`config.mk`:
```
export PLATFORM = sky130hd
export DESIGN_NAME = uadm_top
export DESIGN_NICKNAME = d
export VERILOG_FILES = /design/src/include/uadm_pkg.sv /design/src/hdl/uadm_top.sv
export VERILOG_INCLUDE_DIRS = /design/src /design/src/include
export SDC_FILE = /design/constraint.sdc
export NUM_CORES = 1
export LEC_CHECK = 0
export ABC_AREA = 1
export BUFFER_PORTS_ARGS = -buffer_cell sky130_fd_sc_hd__buf_4
export CAP_MARGIN = 30
export CORE_ASPECT_RATIO = 0.7
export CORE_UTILIZATION = 35
export CTS_CLUSTER_DIAMETER = 150
export CTS_CLUSTER_SIZE = 20
export DETAILED_ROUTE_END_ITERATION = 7
export PLACE_DENSITY_LB_ADDON = 0.1
export SYNTH_ARGS = -nofsm -noshare
export SYNTH_HDL_FRONTEND = slang
export SYNTH_SLANG_ARGS = --single-unit
```
`constraint.sdc`:
```
create_clock -name clk -period 2.3 [get_ports clk]
set_input_delay 0 -clock clk [delete_from_list [all_inputs] [get_ports clk]]
set_output_delay 0 -clock clk [all_outputs]
set_load 0.005 [all_outputs]
```
`src/include/uadm_cfg.svh`:
```
// Offsets, field positions, reset values and timing counts for the port
// Assumes inclusion by bare name from the design file
`ifndef UADM_CFG_SVH
`define UADM_CFG_SVH
`define UADM_OFS_RXCHAR    4'h0
`define UADM_OFS_TXCHAR    4'h1
`define UADM_OFS_BAUD      4'h2
`define UADM_OFS_MATCH     4'h3
`define UADM_OFS_CTRL      4'h4
`define UADM_OFS_STAT      4'h5
`define UADM_CTRL_HS       0
`define UADM_CTRL_PW_LO    1
`define UADM_CTRL_ADDRESS_DETECT_ENABLE    3
`define UADM_CTRL_TXEN     4
`define UADM_CTRL_RXEN     5
`define UADM_PW_9BIT       2'h3
`define UADM_RST_BAUD      16'h0000
`define UADM_RST_MATCH     16'h0000
`define UADM_OSR_STD       5'h10
`define UADM_OSR_HS        5'h04
`endif

```
`src/include/uadm_pkg.sv`:
```
// Types shared by the serial port design
// Assumes the cfg header holds all numeric constants
package uadm_pkg;
	typedef struct packed {
		logic [3:0]  addr;
		logic [15:0] wdata;
		logic        wr;
		logic        rd;
	} uadm_req_type;
	typedef enum logic [3:0] {
		UADM_IDLE  = 4'b0001,
		UADM_START = 4'b0010,
		UADM_DATA  = 4'b0100,
		UADM_STOP  = 4'b1000
	} uadm_state_type;
endpackage : uadm_pkg

```
`src/hdl/uadm_top.sv`:
```
// Serial port data, baud divisor and masked address match
// Assumes a synchronous serial input and a single-cycle register master
//
// Contract
// - Last received character readable, 9 bits
// - Transmit character written through 9-bit field
// - 16-bit divisor, reset zero, sets rate
// - Set mask bits compare reference bits
// - Cleared mask bits are don't care
// - Hardware checks address characters against reference
// - Sixteen or four divisor ticks per bit
// - Ninth bit one marks address character
// - Address detect only in 9-bit mode
`timescale 1ns/1ps
`include "uadm_cfg.svh"
module uadm_top (
	input  wire logic        clk,
	input  wire logic        rst,
	// Register port
	input  wire logic [3:0]  reg_addr,
	input  wire logic [15:0] reg_wdata,
	input  wire logic        reg_wr,
	input  wire logic        reg_rd,
	output logic      [15:0] reg_rdata,
	// Serial line
	input  wire logic        rx_line,
	output logic             tx_line,
	// Receive event
	output logic             rx_avail
);
	uadm_pkg::uadm_req_type req;
	logic [15:0] baud_divisor_r;
	logic [7:0]  match_mask_r;
	logic [7:0]  match_reference_r;
	logic [5:0]  ctrl_r;
	logic [8:0]  rx_char_r;
	logic [8:0]  tx_hold_r;
	logic        tx_full_r;
	logic [15:0] div_cnt_r;
	logic        tick;
	logic [4:0]  osr;
	logic        nine_bit;
	logic        adr_mode;
	logic        ovf_r;
	assign req = '{addr: reg_addr, wdata: reg_wdata, wr: reg_wr, rd: reg_rd};
	assign nine_bit = (ctrl_r[`UADM_CTRL_PW_LO +: 2] == `UADM_PW_9BIT);
	assign adr_mode = ctrl_r[`UADM_CTRL_ADDRESS_DETECT_ENABLE] & nine_bit;
	assign osr = ctrl_r[`UADM_CTRL_HS] ? `UADM_OSR_HS : `UADM_OSR_STD;
	// Configuration registers
	always_ff @(posedge clk) begin
		if (rst) begin
			baud_divisor_r    <= `UADM_RST_BAUD;
			match_mask_r      <= 8'h00;
			match_reference_r <= 8'h00;
			ctrl_r            <= 6'h00;
		end else if (req.wr) begin
			case (req.addr)
				`UADM_OFS_BAUD: baud_divisor_r <= req.wdata;
				`UADM_OFS_MATCH: begin
					match_mask_r      <= req.wdata[15:8];
					match_reference_r <= req.wdata[7:0];
				end
				`UADM_OFS_CTRL: ctrl_r <= req.wdata[5:0];
				default: ;
			endcase
		end
	end
	// Divisor tick: one pulse every divisor+1 cycles
	always_ff @(posedge clk) begin
		if (rst) begin
			div_cnt_r <= 16'h0000;
			tick      <= 1'b0;
		end else if (div_cnt_r >= baud_divisor_r) begin
			div_cnt_r <= 16'h0000;
			tick      <= 1'b1;
		end else begin
			div_cnt_r <= div_cnt_r + 16'h0001;
			tick      <= 1'b0;
		end
	end
	// Transmit holding register
	logic tx_take;
	always_ff @(posedge clk) begin
		if (rst) begin
			tx_hold_r <= 9'h000;
			tx_full_r <= 1'b0;
		end else if (req.wr && req.addr == `UADM_OFS_TXCHAR &&
			ctrl_r[`UADM_CTRL_TXEN]) begin
			tx_hold_r <= req.wdata[8:0];
			tx_full_r <= 1'b1;
		end else if (tx_take || !ctrl_r[`UADM_CTRL_TXEN]) begin
			tx_full_r <= 1'b0;
		end
	end
	// Transmitter
	uadm_pkg::uadm_state_type tx_st_r;
	logic [4:0] tx_sub_r;
	logic [3:0] tx_bit_r;
	logic [8:0] tx_sh_r;
	logic [3:0] nbits;
	assign nbits = nine_bit ? 4'h9 : 4'h8;
	assign tx_take = (tx_st_r == uadm_pkg::UADM_IDLE) && tx_full_r;
	always_ff @(posedge clk) begin
		if (rst || !ctrl_r[`UADM_CTRL_TXEN]) begin
			tx_st_r  <= uadm_pkg::UADM_IDLE;
			tx_sub_r <= 5'h00;
			tx_bit_r <= 4'h0;
			tx_sh_r  <= 9'h000;
			tx_line  <= 1'b1;
		end else begin
			case (tx_st_r)
				uadm_pkg::UADM_IDLE: begin
					tx_line <= 1'b1;
					if (tx_full_r) begin
						tx_sh_r  <= tx_hold_r;
						tx_sub_r <= 5'h00;
						tx_st_r  <= uadm_pkg::UADM_START;
					end
				end
				uadm_pkg::UADM_START: begin
					tx_line <= 1'b0;
					if (tick) begin
						if (tx_sub_r == osr - 5'h01) begin
							tx_sub_r <= 5'h00;
							tx_bit_r <= 4'h0;
							tx_st_r  <= uadm_pkg::UADM_DATA;
						end else begin
							tx_sub_r <= tx_sub_r + 5'h01;
						end
					end
				end
				uadm_pkg::UADM_DATA: begin
					tx_line <= tx_sh_r[0];
					if (tick) begin
						if (tx_sub_r == osr - 5'h01) begin
							tx_sub_r <= 5'h00;
							tx_sh_r  <= {1'b0, tx_sh_r[8:1]};
							if (tx_bit_r == nbits - 4'h1) begin
								tx_st_r <= uadm_pkg::UADM_STOP;
							end
							tx_bit_r <= tx_bit_r + 4'h1;
						end else begin
							tx_sub_r <= tx_sub_r + 5'h01;
						end
					end
				end
				uadm_pkg::UADM_STOP: begin
					tx_line <= 1'b1;
					if (tick) begin
						if (tx_sub_r == osr - 5'h01) begin
							tx_sub_r <= 5'h00;
							tx_st_r  <= uadm_pkg::UADM_IDLE;
						end else begin
							tx_sub_r <= tx_sub_r + 5'h01;
						end
					end
				end
				default: tx_st_r <= uadm_pkg::UADM_IDLE;
			endcase
		end
	end
	// Receiver
	uadm_pkg::uadm_state_type rx_st_r;
	logic [4:0] rx_sub_r;
	logic [3:0] rx_bit_r;
	logic [8:0] rx_sh_r;
	logic       rx_done;
	logic [8:0] rx_word;
	assign rx_word = nine_bit ? rx_sh_r : {1'b0, rx_sh_r[8:1]};
	always_ff @(posedge clk) begin
		if (rst || !ctrl_r[`UADM_CTRL_RXEN]) begin
			rx_st_r  <= uadm_pkg::UADM_IDLE;
			rx_sub_r <= 5'h00;
			rx_bit_r <= 4'h0;
			rx_sh_r  <= 9'h000;
			rx_done  <= 1'b0;
		end else begin
			rx_done <= 1'b0;
			case (rx_st_r)
				uadm_pkg::UADM_IDLE: begin
					rx_sub_r <= 5'h00;
					if (!rx_line) begin
						rx_st_r <= uadm_pkg::UADM_START;
					end
				end
				uadm_pkg::UADM_START: begin
					if (tick) begin
						if (rx_sub_r == (osr >> 1) - 5'h01) begin
							rx_sub_r <= 5'h00;
							rx_bit_r <= 4'h0;
							rx_st_r  <= rx_line ? uadm_pkg::UADM_IDLE
								: uadm_pkg::UADM_DATA;
						end else begin
							rx_sub_r <= rx_sub_r + 5'h01;
						end
					end
				end
				uadm_pkg::UADM_DATA: begin
					if (tick) begin
						if (rx_sub_r == osr - 5'h01) begin
							rx_sub_r <= 5'h00;
							rx_sh_r  <= {rx_line, rx_sh_r[8:1]};
							if (rx_bit_r == nbits - 4'h1) begin
								rx_st_r <= uadm_pkg::UADM_STOP;
							end
							rx_bit_r <= rx_bit_r + 4'h1;
						end else begin
							rx_sub_r <= rx_sub_r + 5'h01;
						end
					end
				end
				uadm_pkg::UADM_STOP: begin
					if (tick) begin
						if (rx_sub_r == osr - 5'h01) begin
							rx_sub_r <= 5'h00;
							rx_st_r  <= uadm_pkg::UADM_IDLE;
							rx_done  <= rx_line;
						end else begin
							rx_sub_r <= rx_sub_r + 5'h01;
						end
					end
				end
				default: rx_st_r <= uadm_pkg::UADM_IDLE;
			endcase
		end
	end
	// Address filter
	logic is_addr;
	logic addr_hit;
	logic keep;
	assign is_addr = adr_mode && rx_word[8];
	assign addr_hit = ((rx_word[7:0] ^ match_reference_r) & match_mask_r)
		== 8'h00;
	assign keep = !is_addr || addr_hit;
	// New character wins over a read, an overrun over its clear
	logic rd_rx;
	logic ovf_clr;
	assign rd_rx = req.rd && req.addr == `UADM_OFS_RXCHAR;
	assign ovf_clr = req.wr && req.addr == `UADM_OFS_STAT;
	always_ff @(posedge clk) begin
		if (rst) begin
			rx_char_r <= 9'h000;
			rx_avail  <= 1'b0;
			ovf_r     <= 1'b0;
		end else if (rx_done && keep) begin
			rx_char_r <= rx_word;
			rx_avail  <= 1'b1;
			ovf_r     <= (ovf_r & !ovf_clr) | (rx_avail & !rd_rx);
		end else begin
			if (rd_rx) begin
				rx_avail <= 1'b0;
			end
			if (ovf_clr) begin
				ovf_r <= 1'b0;
			end
		end
	end
	// Read data, one cycle after strobe
	always_ff @(posedge clk) begin
		if (rst) begin
			reg_rdata <= 16'h0000;
		end else if (req.rd) begin
			case (req.addr)
				`UADM_OFS_RXCHAR: reg_rdata <= {7'h00, rx_char_r};
				`UADM_OFS_BAUD:   reg_rdata <= baud_divisor_r;
				`UADM_OFS_MATCH:  reg_rdata <= {match_mask_r, match_reference_r};
				`UADM_OFS_CTRL:   reg_rdata <= {10'h000, ctrl_r};
				`UADM_OFS_STAT:   reg_rdata <= {12'h000, ovf_r, tx_full_r,
					rx_st_r == uadm_pkg::UADM_IDLE, rx_avail};
				default:          reg_rdata <= 16'h0000;
			endcase
		end else begin
			reg_rdata <= 16'h0000;
		end
	end
	// Checks
	property p_baud_reset;
		@(posedge clk) $fell(rst) |-> baud_divisor_r == 16'h0000;
	endproperty
	a_baud_reset: assert property (p_baud_reset)
		else $error("divisor not zero after reset");
	property p_rx_read;
		@(posedge clk) disable iff (rst)
		req.rd && req.addr == `UADM_OFS_RXCHAR |=>
		reg_rdata == {7'h00, $past(rx_char_r)};
	endproperty
	a_rx_read: assert property (p_rx_read)
		else $error("receive read mismatch");
	property p_drop_miss;
		@(posedge clk) disable iff (rst)
		rx_done && adr_mode && rx_word[8] && !addr_hit |=> $stable(rx_char_r);
	endproperty
	a_drop_miss: assert property (p_drop_miss)
		else $error("unmatched address kept");
	property p_keep_hit;
		@(posedge clk) disable iff (rst)
		rx_done && adr_mode && rx_word[8] && addr_hit |=> rx_avail;
	endproperty
	a_keep_hit: assert property (p_keep_hit)
		else $error("matched address dropped");
	property p_no_adr_8bit;
		@(posedge clk) disable iff (rst)
		rx_done && !nine_bit |=> rx_avail;
	endproperty
	a_no_adr_8bit: assert property (p_no_adr_8bit)
		else $error("filter active outside 9-bit mode");
	property p_mask_zero;
		@(posedge clk) disable iff (rst) match_mask_r == 8'h00 |-> addr_hit;
	endproperty
	a_mask_zero: assert property (p_mask_zero)
		else $error("cleared mask still compared");
	property p_mask_full;
		@(posedge clk) disable iff (rst)
		match_mask_r == 8'hff |-> addr_hit == (rx_word[7:0] == match_reference_r);
	endproperty
	a_mask_full: assert property (p_mask_full)
		else $error("set mask not compared");
	property p_osr;
		@(posedge clk) disable iff (rst)
		tx_st_r != uadm_pkg::UADM_IDLE |-> tx_sub_r <
			(ctrl_r[`UADM_CTRL_HS] ? `UADM_OSR_HS : `UADM_OSR_STD);
	endproperty
	a_osr: assert property (p_osr)
		else $error("wrong ticks per bit");
	property p_tx_load;
		@(posedge clk) disable iff (rst)
		req.wr && req.addr == `UADM_OFS_TXCHAR && ctrl_r[`UADM_CTRL_TXEN]
		|=> tx_hold_r == $past(req.wdata[8:0]) && tx_full_r;
	endproperty
	a_tx_load: assert property (p_tx_load)
		else $error("transmit write lost");
	property p_addr_flag;
		@(posedge clk) disable iff (rst)
		rx_done && adr_mode && !rx_word[8] |=>
		rx_avail && rx_char_r == $past(rx_word);
	endproperty
	a_addr_flag: assert property (p_addr_flag)
		else $error("data character taken as address");
endmodule : uadm_top

```
Yosys cells after proc, flatten, opt, wreduce, memory -nomap -nowiden --
Cells that the tools add are included.
Word-level totals: register bits after elaboration 138, input bits 25, memory bits (writable) 0, latch bits 0, bits in read-only memories 0, word-level logic and storage cells 176, memories 0
Cells by class: add/sub/neg operators 8, div/mod/pow operators 0, eq/ne operators 37, shift operators 0, mux-type cells 54, magnitude comparators 1, bitwise operators 10, multiply operators 0, reductions and logical operators 44
Operator list (number):
- 4-bit 2-to-1 mux | 24
- 16-bit one-hot mux with 5 select lines | 1
- 5-bit 2-to-1 mux | 8
- 9-bit 2-to-1 mux | 4
- 2-bit != test, second input constant | 16
- 4-bit one-hot mux with 4 select lines | 2
- 9-bit one-hot mux with 2 select lines | 1
- 16-bit by 1-bit adder with 16-bit output, second input constant | 1
- 4-bit by 2-bit == test with 1-bit output, second input constant | 4
- 4-bit by 3-bit == test with 1-bit output, second input constant | 4
- 16-bit greater-or-equal comparator | 1
- 4-bit one-hot mux with 2 select lines | 2
- 8-bit AND reduction | 2
- 5-bit == test | 3
- 5-bit one-hot mux with 3 select lines | 1
- 2-bit nonzero test | 7
- 4-bit by 1-bit == test with 1-bit output, second input constant | 3
- 5-bit by 1-bit adder with 5-bit output, second input constant | 2
- 5-bit one-hot mux with 2 select lines | 1
- 5-bit AND reduction | 2
- 3-bit AND reduction | 3
- 4-bit by 1-bit adder with 4-bit output, second input constant | 2
- 8-bit bitwise AND | 1
- 4-bit == test | 2
- 24 further kinds | 57

Longest topological paths before layout --
Gate-level depths: netlist (run 1).
depth after elaboration 8, gate-level depth with buffers 15, mapped depth without buffers 13

Worst setup path after synthesis (run 1) --
Ideal clock, no wire load.
path type register -> register, start reg baud_divisor_r[15], end reg div_cnt_r[10], buffers on the path 1, arrival 1.537 ns, required time 2.184 ns, period minus slack after synthesis 1.653 ns, setup slack 0.647 ns, cell stages (with the launch flop) 11, path through dfxtp_1 > inv_1 > ha_1 > nand2_1 > inv_1 > nand3_1 > nor3_1 > nand3_1 > nand4_1 > buf_2 > nor2_1
On the way: longest elaborated chain between the ends 2
Ends and longest elaborated chain:
- from (decl) | RTL line uadm_top.sv:32 | logic [15:0] baud_divisor_r;
- from (signal assigned) | RTL line uadm_top.sv:52 | baud_divisor_r <= `UADM_RST_BAUD;
- from (signal assigned) | RTL line uadm_top.sv:58 | `UADM_OFS_BAUD: baud_divisor_r <= req.wdata;
- 16-bit greater-or-equal comparator | RTL line uadm_top.sv:73 | end else if (div_cnt_r >= baud_divisor_r) begin
- 2-bit OR reduction (no source line)
- to (signal assigned) | RTL line uadm_top.sv:77 | div_cnt_r <= div_cnt_r + 16'h0001;
- to (decl) | RTL line uadm_top.sv:39 | logic [15:0] div_cnt_r;
Every way passes these cells. A chain may end at the register's enable or synchronous reset.

Final worst setup path (run 1) --
start reg ctrl_r[2], end reg tx_st_r[0]
On the way: longest elaborated chain between the ends 6
Ends and longest elaborated chain:
- from (decl) | RTL line uadm_top.sv:35 | logic [5:0] ctrl_r;
- from (signal assigned) | RTL line uadm_top.sv:63 | `UADM_OFS_CTRL: ctrl_r <= req.wdata[5:0];
- 2-bit == test (no source line)
- 1-bit 2-to-1 mux | RTL line uadm_top.sv:101 | assign nbits = nine_bit ? 4'h9 : 4'h8;
- 4-bit by 1-bit subtractor with 4-bit output | RTL line uadm_top.sv:138 | if (tx_bit_r == nbits - 4'h1) begin
- 4-bit == test | RTL line uadm_top.sv:138
- 2-bit != test (no source line)
- 8-bit AND reduction (no source line)
- to (signal assigned) | RTL line uadm_top.sv:139 | tx_st_r <= uadm_pkg::UADM_STOP;
- to (signal assigned) | RTL line uadm_top.sv:152 | tx_st_r <= uadm_pkg::UADM_IDLE;
- to (signal assigned) | RTL line uadm_top.sv:158 | default: tx_st_r <= uadm_pkg::UADM_IDLE;
- to (decl) | RTL line uadm_top.sv:96 | uadm_pkg::uadm_state_type tx_st_r;
Every way passes these cells.

==> results.ini, run 1 <==
[floorplanning]
dieWidth_um = 164
fp.dieH_um = 115
rows = 41
floorplan.initialDensity_pct = 35.7
io_pins = 43
core_um2 = 18000
dieArea_um2 = 18900

[yosys]
synth_cells = 894
synth-seq-cells = 138
netlist.area_leader.share_pct = 43.0
seq_area_frac_synth_pct = 43.0
netlist-cell-type-count = 37
synth_area_leaders = dfxtp_1 43%, nand2_1 9.0%, a21oi_1 7.2%
avgSynthCellArea_um2 = 7.19
yosys_warnings = 0
async_flop_share_pct = 0
syn_area_um2 = 6420
ys.flop_type = dfxtp_1
synth_edf_count = 0
synth_top_area_cell = dfxtp_1
synthesis.nets = 940

[finish]
fillers = 1852
final_net_count = 1010
final_common_cell = nand2_1
diodes = 0
drive_gt1_share_pct = 11.0
final_cell_mix = 154 x nand2_1, 138 x dfxtp_1, 111 x inv_1, 108 x nor2_1, 92 x a21oi_1
area_delta_synth_final_pct = 21.6
final_area_um2 = 7810

[power]
p_leak_nw = 3.18
powerDensity_nw_per_um2 = 691
ir_drop_mv = 0.531
netSwitchingFraction_pct = 22.2
intPower_mw = 4.20
switchingPower_mw = 1.20
power_frac_comb_pct = 4.6
seqPwrFrac_pct = 44.9
clkPwrFrac_pct = 50.4
power_mw = 5.40

[global_route]
grt_pass1_wl_mm = 28.4
grt_max_degree = 33
antenna_found_initial = 0
gr-total-overflow = 0
grt_usage_pct = 20.0
first_global_vias = 5199

[clocking]
clk-insertion-delay-late_ps = 430
path_clk_slew_ps = 60
root_buffer = clkbuf_16
numCtsBuffers = 17
cts_max_path_buffers = 2
post_cts_buffers = 0
clkSinkCount = 138
cts_tree = built
htreeDepth = 4

[setup_path]
worstSetupPathType = flip-flop to flip-flop
cpPeakStageDelay_ps = 560
path_delay_family = simple AND/OR/NAND/NOR gates
arrival_ps = 2400
critPathMaxFanout = 12
cp_slowest_cell = o311ai_0
start_kind = flip-flop
worst_setup_path_end_kind = flip-flop
crit_buf_inv = 1
critPathRequiredTime_ps = 2670
cp_cell_sequence = nand2_4, inv_1, o311ai_0, nand3_1, nor2_1, nand2_1, nand2_1
cp_common_cell = nand2_1

[timing]
fin_crit_sh_pct = 88.2
fmax_mhz = 493
hold_viol = 0
clock_skew_ps = 17.4
setup_viol = 0
hold-worst-slack_ps = 105
fin_ws_ps = 271
period_needed_ps = 2030
tightest_slew_ps = 595
rsz0062_at_grt = false
tns_ps = 0
maxSlewViolCount = 0
relSlewSlack_pct = 59.8

[routing]
routed_wirelength_mm = 17.8
ant_nets = 0
dr.pass1.iters = 5
drcViolationCount = 0
vias = 5826
viasPerCell = 4.81
drt_iter0_markers = 569
post_drt_wl_per_cell_um = 14.6

[job]
max-cap-violations = 0

[placement]
globalplace.congestion = 0.838
post-dp-hpwl_mm = 13.2
placed_area_um2 = 6990
pre_cts_slack_ps = 309
io_buffers = 42

[outcome]
status = finished clean

[worst_hold_path]
hold_path_class = input port to flip-flop

-- registers in the layout, summed over array words and instances (netlist names), 6 cells and up --
register	flops
baud_divisor_r	16
ctrl_r	6
div_cnt_r	16
match_mask_r	8
match_reference_r	8
reg_rdata	16
rx_char_r	9
rx_sh_r	9
tx_hold_r	9
tx_sh_r	9
-- repair_timing --
item                       in CTS  in global routing
hold buffers                   24                  0
hold endpoints to repair       53                  0
resized for setup               0                  1
setup endpoints to repair       0                  1
-- worst min-delay path: stages --
cell,delay [ps]
buf_4,110
nor3_1,70
buf_4,180
nand2_1,70
a21oi_1,50
-- power by group through the flow --
stage / combinational (mW) / sequential, mW / clock (mW)
global route: 0.281 / 2.43 / 2.90
global placement: 0.224 / 2.48 / 0
floorplan: 0.124 / 2.47 / 0
CTS: 0.253 / 2.43 / 2.79
detailed placement: 0.223 / 2.48 / 0
finish: 0.251 / 2.43 / 2.72
-- cells by family (layout without fill, tap and decap cells) --
kind of cell	count (synthesis)	after routing	share of synthesized area, %
simple gates	379	379	25.7
compound gates	199	199	16.4
buf+inv	143	225	8.98
flops	138	138	43.0
fa+ha+maj	21	21	4.09
xor+xnor	14	14	1.91
-- through the flow --
step,cells,util (%)
finish,1212,43.4
floorplan,894,-
global route,1212,43.4
detailed placement,1157,38.8
CTS,1212,43.4
global placement,1157,38.8
-- Yosys cell counts (3+ instances only) --
library cell    n
o22ai_1        13
xnor2_1         5
nand2_1       154
or2_2           3
inv_1         112
a211oi_1        4
nand2_2        11
nand3_1        66
nand4_1        11
buf_6           3
nor2_1        108
dfxtp_1       138
o21ai_0        79
ha_1           21
buf_2           5
clkbuf_1       19
nor3_1         15
o21ai_1         3
a21oi_1        92
xor2_1          9
-- path summary, 6_finish.rpt --
kind	startpoint	slack, ps	end	cells past startpoint
setup / recovery	ctrl_r[2]	270	tx_st_r[0]	7
hold / removal	reg_addr[0]	110	reg_rdata[12]	5
setup reg to reg	ctrl_r[2]	270	tx_st_r[0]	7
hold reg to reg	tx_sh_r[5]	440	tx_sh_r[5]	2
-- final cells by class --
cell class / instances / area (um2) / share of cell area (%)
repair buffers: 80 / 661 / 8.46
clock buffers: 23 / 488 / 6.25
multi-input cells: 613 / 3090 / 39.5
flip-flops and latches: 138 / 2760 / 35.4
inverters: 114 / 428 / 5.48
clock inverters: 8 / 92.6 / 1.19
well taps: 236 / 295 / 3.78
-- routing by layer --
| layer | up-vias | wire (um) | track usage, % |
|---|---|---|---|
| met5 | - | 0 | 0 |
| met4 | 0 | 158 | 5.49 |
| met3 | 14 | 868 | 4.76 |
| met2 | 116 | 6760 | 25.6 |
| met1 | 2619 | 9970 | 31.8 |
| li1 | 3077 | - | - |
No activity file was read; power rests on OpenSTA's default activity.
==> run 2, diff against run 1 <==
==> constraint.sdc (replaced) <==
create_clock -name clk -period 2.38 [get_ports clk]
set_input_delay 0 -clock clk [delete_from_list [all_inputs] [get_ports clk]]
set_output_delay 0 -clock clk [all_outputs]
set_load 0.005 [all_outputs]
==> results.ini, run 2 (synthesis results as in run 1) <==
[outcome]
status = finished clean

[routing]
ant_nets = 0  ; unchanged
post_drt_wl_per_cell_um = 14.8  ; +1.1%
drt_iter0_markers = 505  ; -11%
viasPerCell = 4.77  ; -0.75%
vias = 5744  ; -1.4%
dr.pass1.iters = 5  ; unchanged
drcViolationCount = 0  ; unchanged
routed_wirelength_mm = 17.8  ; +0.47%

[worst_hold_path]
hold_path_class = input port to flip-flop

[finish]
final_net_count = 1005  ; -0.50%
final_area_um2 = 7690  ; -1.6%
drive_gt1_share_pct = 10.1  ; -0.84 points
reg_top3 = baud_divisor_r x16, div_cnt_r x16, reg_rdata x16
area_delta_synth_final_pct = 19.7
final_common_cell = nand2_1
diodes = 0  ; unchanged
final_cell_mix = 154 x nand2_1, 138 x dfxtp_1, 112 x inv_1, 108 x nor2_1, 92 x a21oi_1

[timing]
maxSlewViolCount = 0  ; unchanged
period_needed_ps = 2070  ; +36.9 ps
setup_viol = 0  ; unchanged
fmax_mhz = 484  ; -1.8%
hold-worst-slack_ps = 94.8  ; -10.2 ps
tightest_slew_ps = 590  ; -5.13 ps
rsz0062_at_grt = false
hold_viol = 0  ; unchanged
clock_skew_ps = 9.73  ; -7.63 ps
relSlewSlack_pct = 60.2  ; +0.35 points
fin_ws_ps = 315  ; +43.1 ps
tns_ps = 0  ; unchanged
fin_crit_sh_pct = 86.8  ; -1.4 points

[floorplanning]
io_pins = 43  ; unchanged
fp.dieH_um = 115  ; unchanged
dieWidth_um = 164  ; unchanged
dieArea_um2 = 18900  ; unchanged
rows = 41  ; unchanged
core_um2 = 18000  ; unchanged
floorplan.initialDensity_pct = 35.7  ; unchanged

[placement]
globalplace.congestion = 0.814  ; -2.9%
post-dp-hpwl_mm = 13.1  ; -1.3%
pre_cts_slack_ps = 404  ; +95.7 ps
placed_area_um2 = 6980  ; -0.21%
io_buffers = 42  ; unchanged

[power]
powerDensity_nw_per_um2 = 641  ; -7.2%
netSwitchingFraction_pct = 22.8  ; +0.58 points
power_frac_comb_pct = 4.9  ; +0.3 points
clkPwrFrac_pct = 47.5  ; -2.9 points
power_mw = 4.93  ; -8.7%
intPower_mw = 3.81  ; -9.4%
ir_drop_mv = 0.356  ; -33%
switchingPower_mw = 1.12  ; -6.3%
p_leak_nw = 3.11  ; -2.1%
seqPwrFrac_pct = 47.6  ; +2.7 points

[global_route]
first_global_vias = 5137  ; -1.2%
grt_pass1_wl_mm = 28.5  ; +0.24%
grt_max_degree = 51  ; +55%
gr-total-overflow = 0  ; unchanged
grt_usage_pct = 19.9  ; -0.039 points
antenna_found_initial = 0  ; unchanged

[clocking]
root_buffer = clkbuf_16
ctsResizeCount = 0  ; unchanged
path_clk_slew_ps = 60  ; about the same
cts_tree = built
clkSinkCount = 138  ; unchanged
htreeDepth = 4  ; unchanged
hold_buffers = 21  ; -13%
clk-insertion-delay-late_ps = 420  ; about the same
post_cts_buffers = 0  ; unchanged
cts_max_path_buffers = 2  ; unchanged
numCtsBuffers = 17  ; unchanged

[setup_path]
start_kind = flip-flop
worstSetupPathType = flip-flop to flip-flop
arrival_ps = 2430  ; +30 ps
critPathRequiredTime_ps = 2750  ; +80 ps
worst_setup_path_end_kind = flip-flop
critPathMaxFanout = 12  ; unchanged

[job]
max-cap-violations = 0  ; unchanged

[run 2: cell types whose count changed in the layout (fill, tap and decap cells not counted)]
cell           delta
buf_4             -2
clkinv_2          -3
inv_1             +1
inv_2             -1
bufinv_16         -2
clkbuf_8          -1
clkbuf_1          +3
dlygate4sd3_1     -3
[run 2: power groups by stage]
stage,clock network [mW],registers (mW),logic [mW]
after floorplan,0,2.39,0.120
after global placement,0,2.40,0.215
after detailed placement,0,2.40,0.213
after CTS,2.39,2.35,0.241
after global routing,2.50,2.35,0.267
final,2.34,2.35,0.240
[run 2: worst max-delay path, stage by stage, from the launching register on]
cell and delay, ps:
dfxtp_1 420, nand2_4 230, inv_1 120, o311ai_0 560
nand3_1 330, nor2_1 230, nand2_1 80, nand2_1 60
[run 2: per-stage QoR]
stage | cells | utilization [%]
after CTS | 1204 | 42.7
after detailed placement | 1155 | 38.7
after global routing | 1204 | 42.7
after floorplan | 894 | -
final | 1204 | 42.7
after global placement | 1155 | 38.7
[run 2: final cells by class]
| class | instances | area [um2] |
|---|---|---|
| inverter | 114 | 428 |
| clock inverter | 3 | 17.5 |
| tap | 236 | 295 |
| timing repair buffer | 75 | 616 |
| sequential | 138 | 2760 |
| clock buffer | 25 | 485 |
| fill | 1832 | 10300 |
| multi-input combinational | 613 | 3090 |
[run 2: layer usage]
metal  GRT usage (%)  share of wire (%)
met1            32.1                 56
met2            25.8                 38
met3            4.15                4.3
met4            4.88               0.90
met5               0                  0
[run 2: path summary, 6_finish.rpt]
path	startpoint	depth (start not counted)	slack, ps	to
max	ctrl_r[2]	7	310	tx_st_r[0]
min	reg_addr[0]	5	90	reg_rdata[12]
min reg2reg	tx_sh_r[5]	2	440	tx_sh_r[5]
max reg2reg	ctrl_r[2]	7	310	tx_st_r[0]
==> run 3, diff against run 2 <==
--- a/config.mk
+++ b/config.mk
@@ -6,7 +6,6 @@
 export SDC_FILE = /design/constraint.sdc
 export NUM_CORES = 1
 export LEC_CHECK = 0
-export ABC_AREA = 1
 export BUFFER_PORTS_ARGS = -buffer_cell sky130_fd_sc_hd__buf_4
 export CAP_MARGIN = 30
 export CORE_ASPECT_RATIO = 0.7
@@ -18,3 +17,4 @@
 export SYNTH_ARGS = -nofsm -noshare
 export SYNTH_HDL_FRONTEND = slang
 export SYNTH_SLANG_ARGS = --single-unit
+export TNS_END_PERCENT = 1
==> results.ini, run 3 <==
[timing]
rsz0062_at_grt = false
fin_ws_ps = 134  ; -181 ps
hold_viol = 0  ; unchanged
maxSlewViolCount = 0  ; unchanged
tightest_slew_ps = 693  ; +103 ps
hold-worst-slack_ps = 139  ; +44.0 ps
fin_crit_sh_pct = 94.4  ; +7.6 points
fmax_mhz = 445  ; -8.1%
period_needed_ps = 2250  ; +181 ps
clock_skew_ps = 7.22  ; -2.51 ps
relSlewSlack_pct = 53.8  ; -6.4 points
tns_ps = 0  ; unchanged
setup_viol = 0  ; unchanged

[power]
intPower_mw = 4.53  ; +19%
power_frac_comb_pct = 3.4  ; -1.5 points
clkPwrFrac_pct = 55.4  ; +7.9 points
netSwitchingFraction_pct = 20.4  ; -2.3 points
switchingPower_mw = 1.16  ; +3.7%
ir_drop_mv = 0.329  ; -7.5%
powerDensity_nw_per_um2 = 736  ; +15%
seqPwrFrac_pct = 41.1  ; -6.5 points
p_leak_nw = 2.77  ; -11%

[finish]
reg_top3 = baud_divisor_r x16, div_cnt_r x16, reg_rdata x16
register_area_um2 = 2760  ; unchanged
diodes = 0  ; unchanged
multi_input_area_um2 = 3240  ; +5.1%
layout.cells.non_filler = 1050  ; -13%
final_net_count = 852  ; -15%
drive_gt1_share_pct = 13.1  ; +2.9 points
final_area_um2 = 7730  ; +0.57%
final_cell_mix = 138 x nand2_1, 138 x dfxtp_1, 83 x nor2_1, 74 x a21oi_1, 60 x buf_4
fillers = 1725  ; -5.8%
area_delta_synth_final_pct = 23.7

[yosys]
synth_top_area_cell = dfxtp_1
yosys_warnings = 0  ; unchanged
synth_edf_count = 0  ; unchanged
async_flop_share_pct = 0  ; unchanged
avgSynthCellArea_um2 = 8.38  ; +17%
synth_common_cells = 138 x dfxtp_1, 138 x nand2_1, 83 x nor2_1, 74 x a21oi_1, 28 x clkbuf_1
seq_area_frac_synth_pct = 44.2  ; +1.2 points
synth-seq-cells = 138  ; unchanged
netlist-cell-type-count = 62  ; +68%
synth_area_leaders = dfxtp_1 44%, nand2_1 8.3%, a21oi_1 5.9%
ys.flop_type = dfxtp_1
netlist.area_leader.share_pct = 44.2  ; +1.2 points
synth_cells = 746  ; -17%
synthesis.nets = 792  ; -16%
syn_area_um2 = 6250  ; -2.7%

[outcome]
status = finished clean

[setup_path]
cp_slowest_cell = dfxtp_1
worst_setup_path_end_kind = flip-flop
cp_cell_sequence = nand2_2, mux2i_2, mux2i_1, a2111oi_2, a41o_2, a21oi_1, a211oi_1
path_delay_family = compound AO/OA/AOI/OAI gates
cpPeakStageDelay_ps = 410  ; -150 ps
crit_buf_inv = 0  ; -1
start_kind = flip-flop
critPathMaxFanout = 12  ; unchanged
critPathRequiredTime_ps = 2710  ; -40 ps
worstSetupPathType = flip-flop to flip-flop
arrival_ps = 2570  ; +140 ps

[clocking]
htreeDepth = 4  ; unchanged
cts_max_path_buffers = 2  ; unchanged
root_buffer = clkbuf_16
numCtsBuffers = 17  ; unchanged
clk-insertion-delay-late_ps = 420  ; about the same
clkSinkCount = 138  ; unchanged
cts_tree = built
path_clk_slew_ps = 60  ; about the same

[floorplanning]
core_um2 = 17300  ; -3.8%
dieWidth_um = 162  ; -1.3%
dieArea_um2 = 18400  ; -2.6%
floorplan.initialDensity_pct = 36.1  ; +0.43 points
rows = 40  ; -2.4%
fp.dieH_um = 114  ; -1.3%
io_pins = 43  ; unchanged

[global_route]
grt_pass1_wl_mm = 27.3  ; -4.1%
first_global_vias = 4855  ; -5.5%
antenna_found_initial = 0  ; unchanged
gr-total-overflow = 0  ; unchanged
grt_usage_pct = 19.3  ; -0.57 points
grt_max_degree = 34  ; -33%

[placement]
dp_cells = 998  ; -14%
io_buffers = 42  ; unchanged
placed_area_um2 = 6820  ; -2.2%
pre_cts_slack_ps = 79.2  ; -325 ps
globalplace.congestion = 0.923  ; +13%
post-dp-hpwl_mm = 12.4  ; -5.2%

[routing]
vias = 5370  ; -6.5%
dr.pass1.iters = 7  ; +2
routed_wirelength_mm = 17.1  ; -4.0%
viasPerCell = 5.11  ; +7.2%
drt_iter0_markers = 505  ; unchanged
drcViolationCount = 0  ; unchanged
ant_nets = 0  ; unchanged
post_drt_wl_per_cell_um = 16.3  ; +10%

[job]
max-cap-violations = 0  ; unchanged

[worst_hold_path]
hold_path_class = input port to flip-flop

-- run 3: cell types whose count changed in the layout (fill, tap and decap cells not counted), moves of 10 or more --
cell / change
nand2_1: -16
inv_1: -88
nand3_1: -49
nor3_1: -10
o22ai_1: -13
nand2_2: -10
nor2_1: -25
mux2i_1: +22
a22oi_1: +22
o21ai_0: -63
a21oi_1: -18
-- run 3: repair_timing --
item | CTS | global route
endpoints found under the setup margin | 0 | 8
setup buffers | 0 | 0
hold buffers | 20 | 0
hold endpoints to repair | 54 | 0
resized for setup | 0 | 3
-- run 3: worst min-delay path, delay by kind of cell --
kind | cells | cell delay (ps)
AOI/OAI and AO/OA | 1 | 50
buffers and inverters | 2 | 300
and+or+nand+nor | 2 | 140
-- run 3: worst paths after layout --
path / endpoint / start / cells after the start / slack (ps)
setup / recovery: rx_char_r[8] / ctrl_r[1] / 7 / 130
hold / removal: ctrl_r[2] / reg_addr[0] / 5 / 140
setup reg to reg: rx_char_r[8] / ctrl_r[1] / 7 / 130
hold reg to reg: baud_divisor_r[14] / baud_divisor_r[14] / 2 / 470
-- run 3: per-layer routing --
layer | routed length [um] | track usage, % | share of wire (%)
met1 | 9320 | 29.3 | 54
met2 | 6900 | 26.8 | 40
met3 | 748 | 4.95 | 4.4
met4 | 147 | 4.78 | 0.86
met5 | 0 | 0 | 0
-- run 3: layout make-up --
class                      count  area share, %
tap                          231           3.74
sequential                   138           35.7
clock buffer                  20           5.91
multi-input combinational    545           41.9
clock inverter                12           3.12
inverter                      24           1.16
timing repair buffer          80           8.41
-- run 3: logic make-up after synthesis --
family          synth area share, %
flops                          44.2
buf+inv                        4.20
xor+xnor                       4.20
mux                            4.06
simple gates                   22.8
fa+ha+maj                      4.20
compound gates                 16.3
-- run 3: power by group through the flow --
| stage | logic (mW) | clock network (mW) | registers, mW |
|---|---|---|---|
| after floorplan | 0.0873 | 0 | 2.38 |
| after global placement | 0.167 | 0 | 2.39 |
| after detailed placement | 0.167 | 0 | 2.39 |
| after CTS | 0.195 | 3.21 | 2.34 |
| after global routing | 0.212 | 3.32 | 2.34 |
| final | 0.195 | 3.16 | 2.34 |
-- run 3: stage by stage --
step / power [mW] / util (%)
finish: 5.69 / 44.7
global route: 5.88 / 44.7
global placement: 2.56 / 39.4
CTS: 5.75 / 44.6
floorplan: 2.47 / -
detailed placement: 2.56 / 39.4
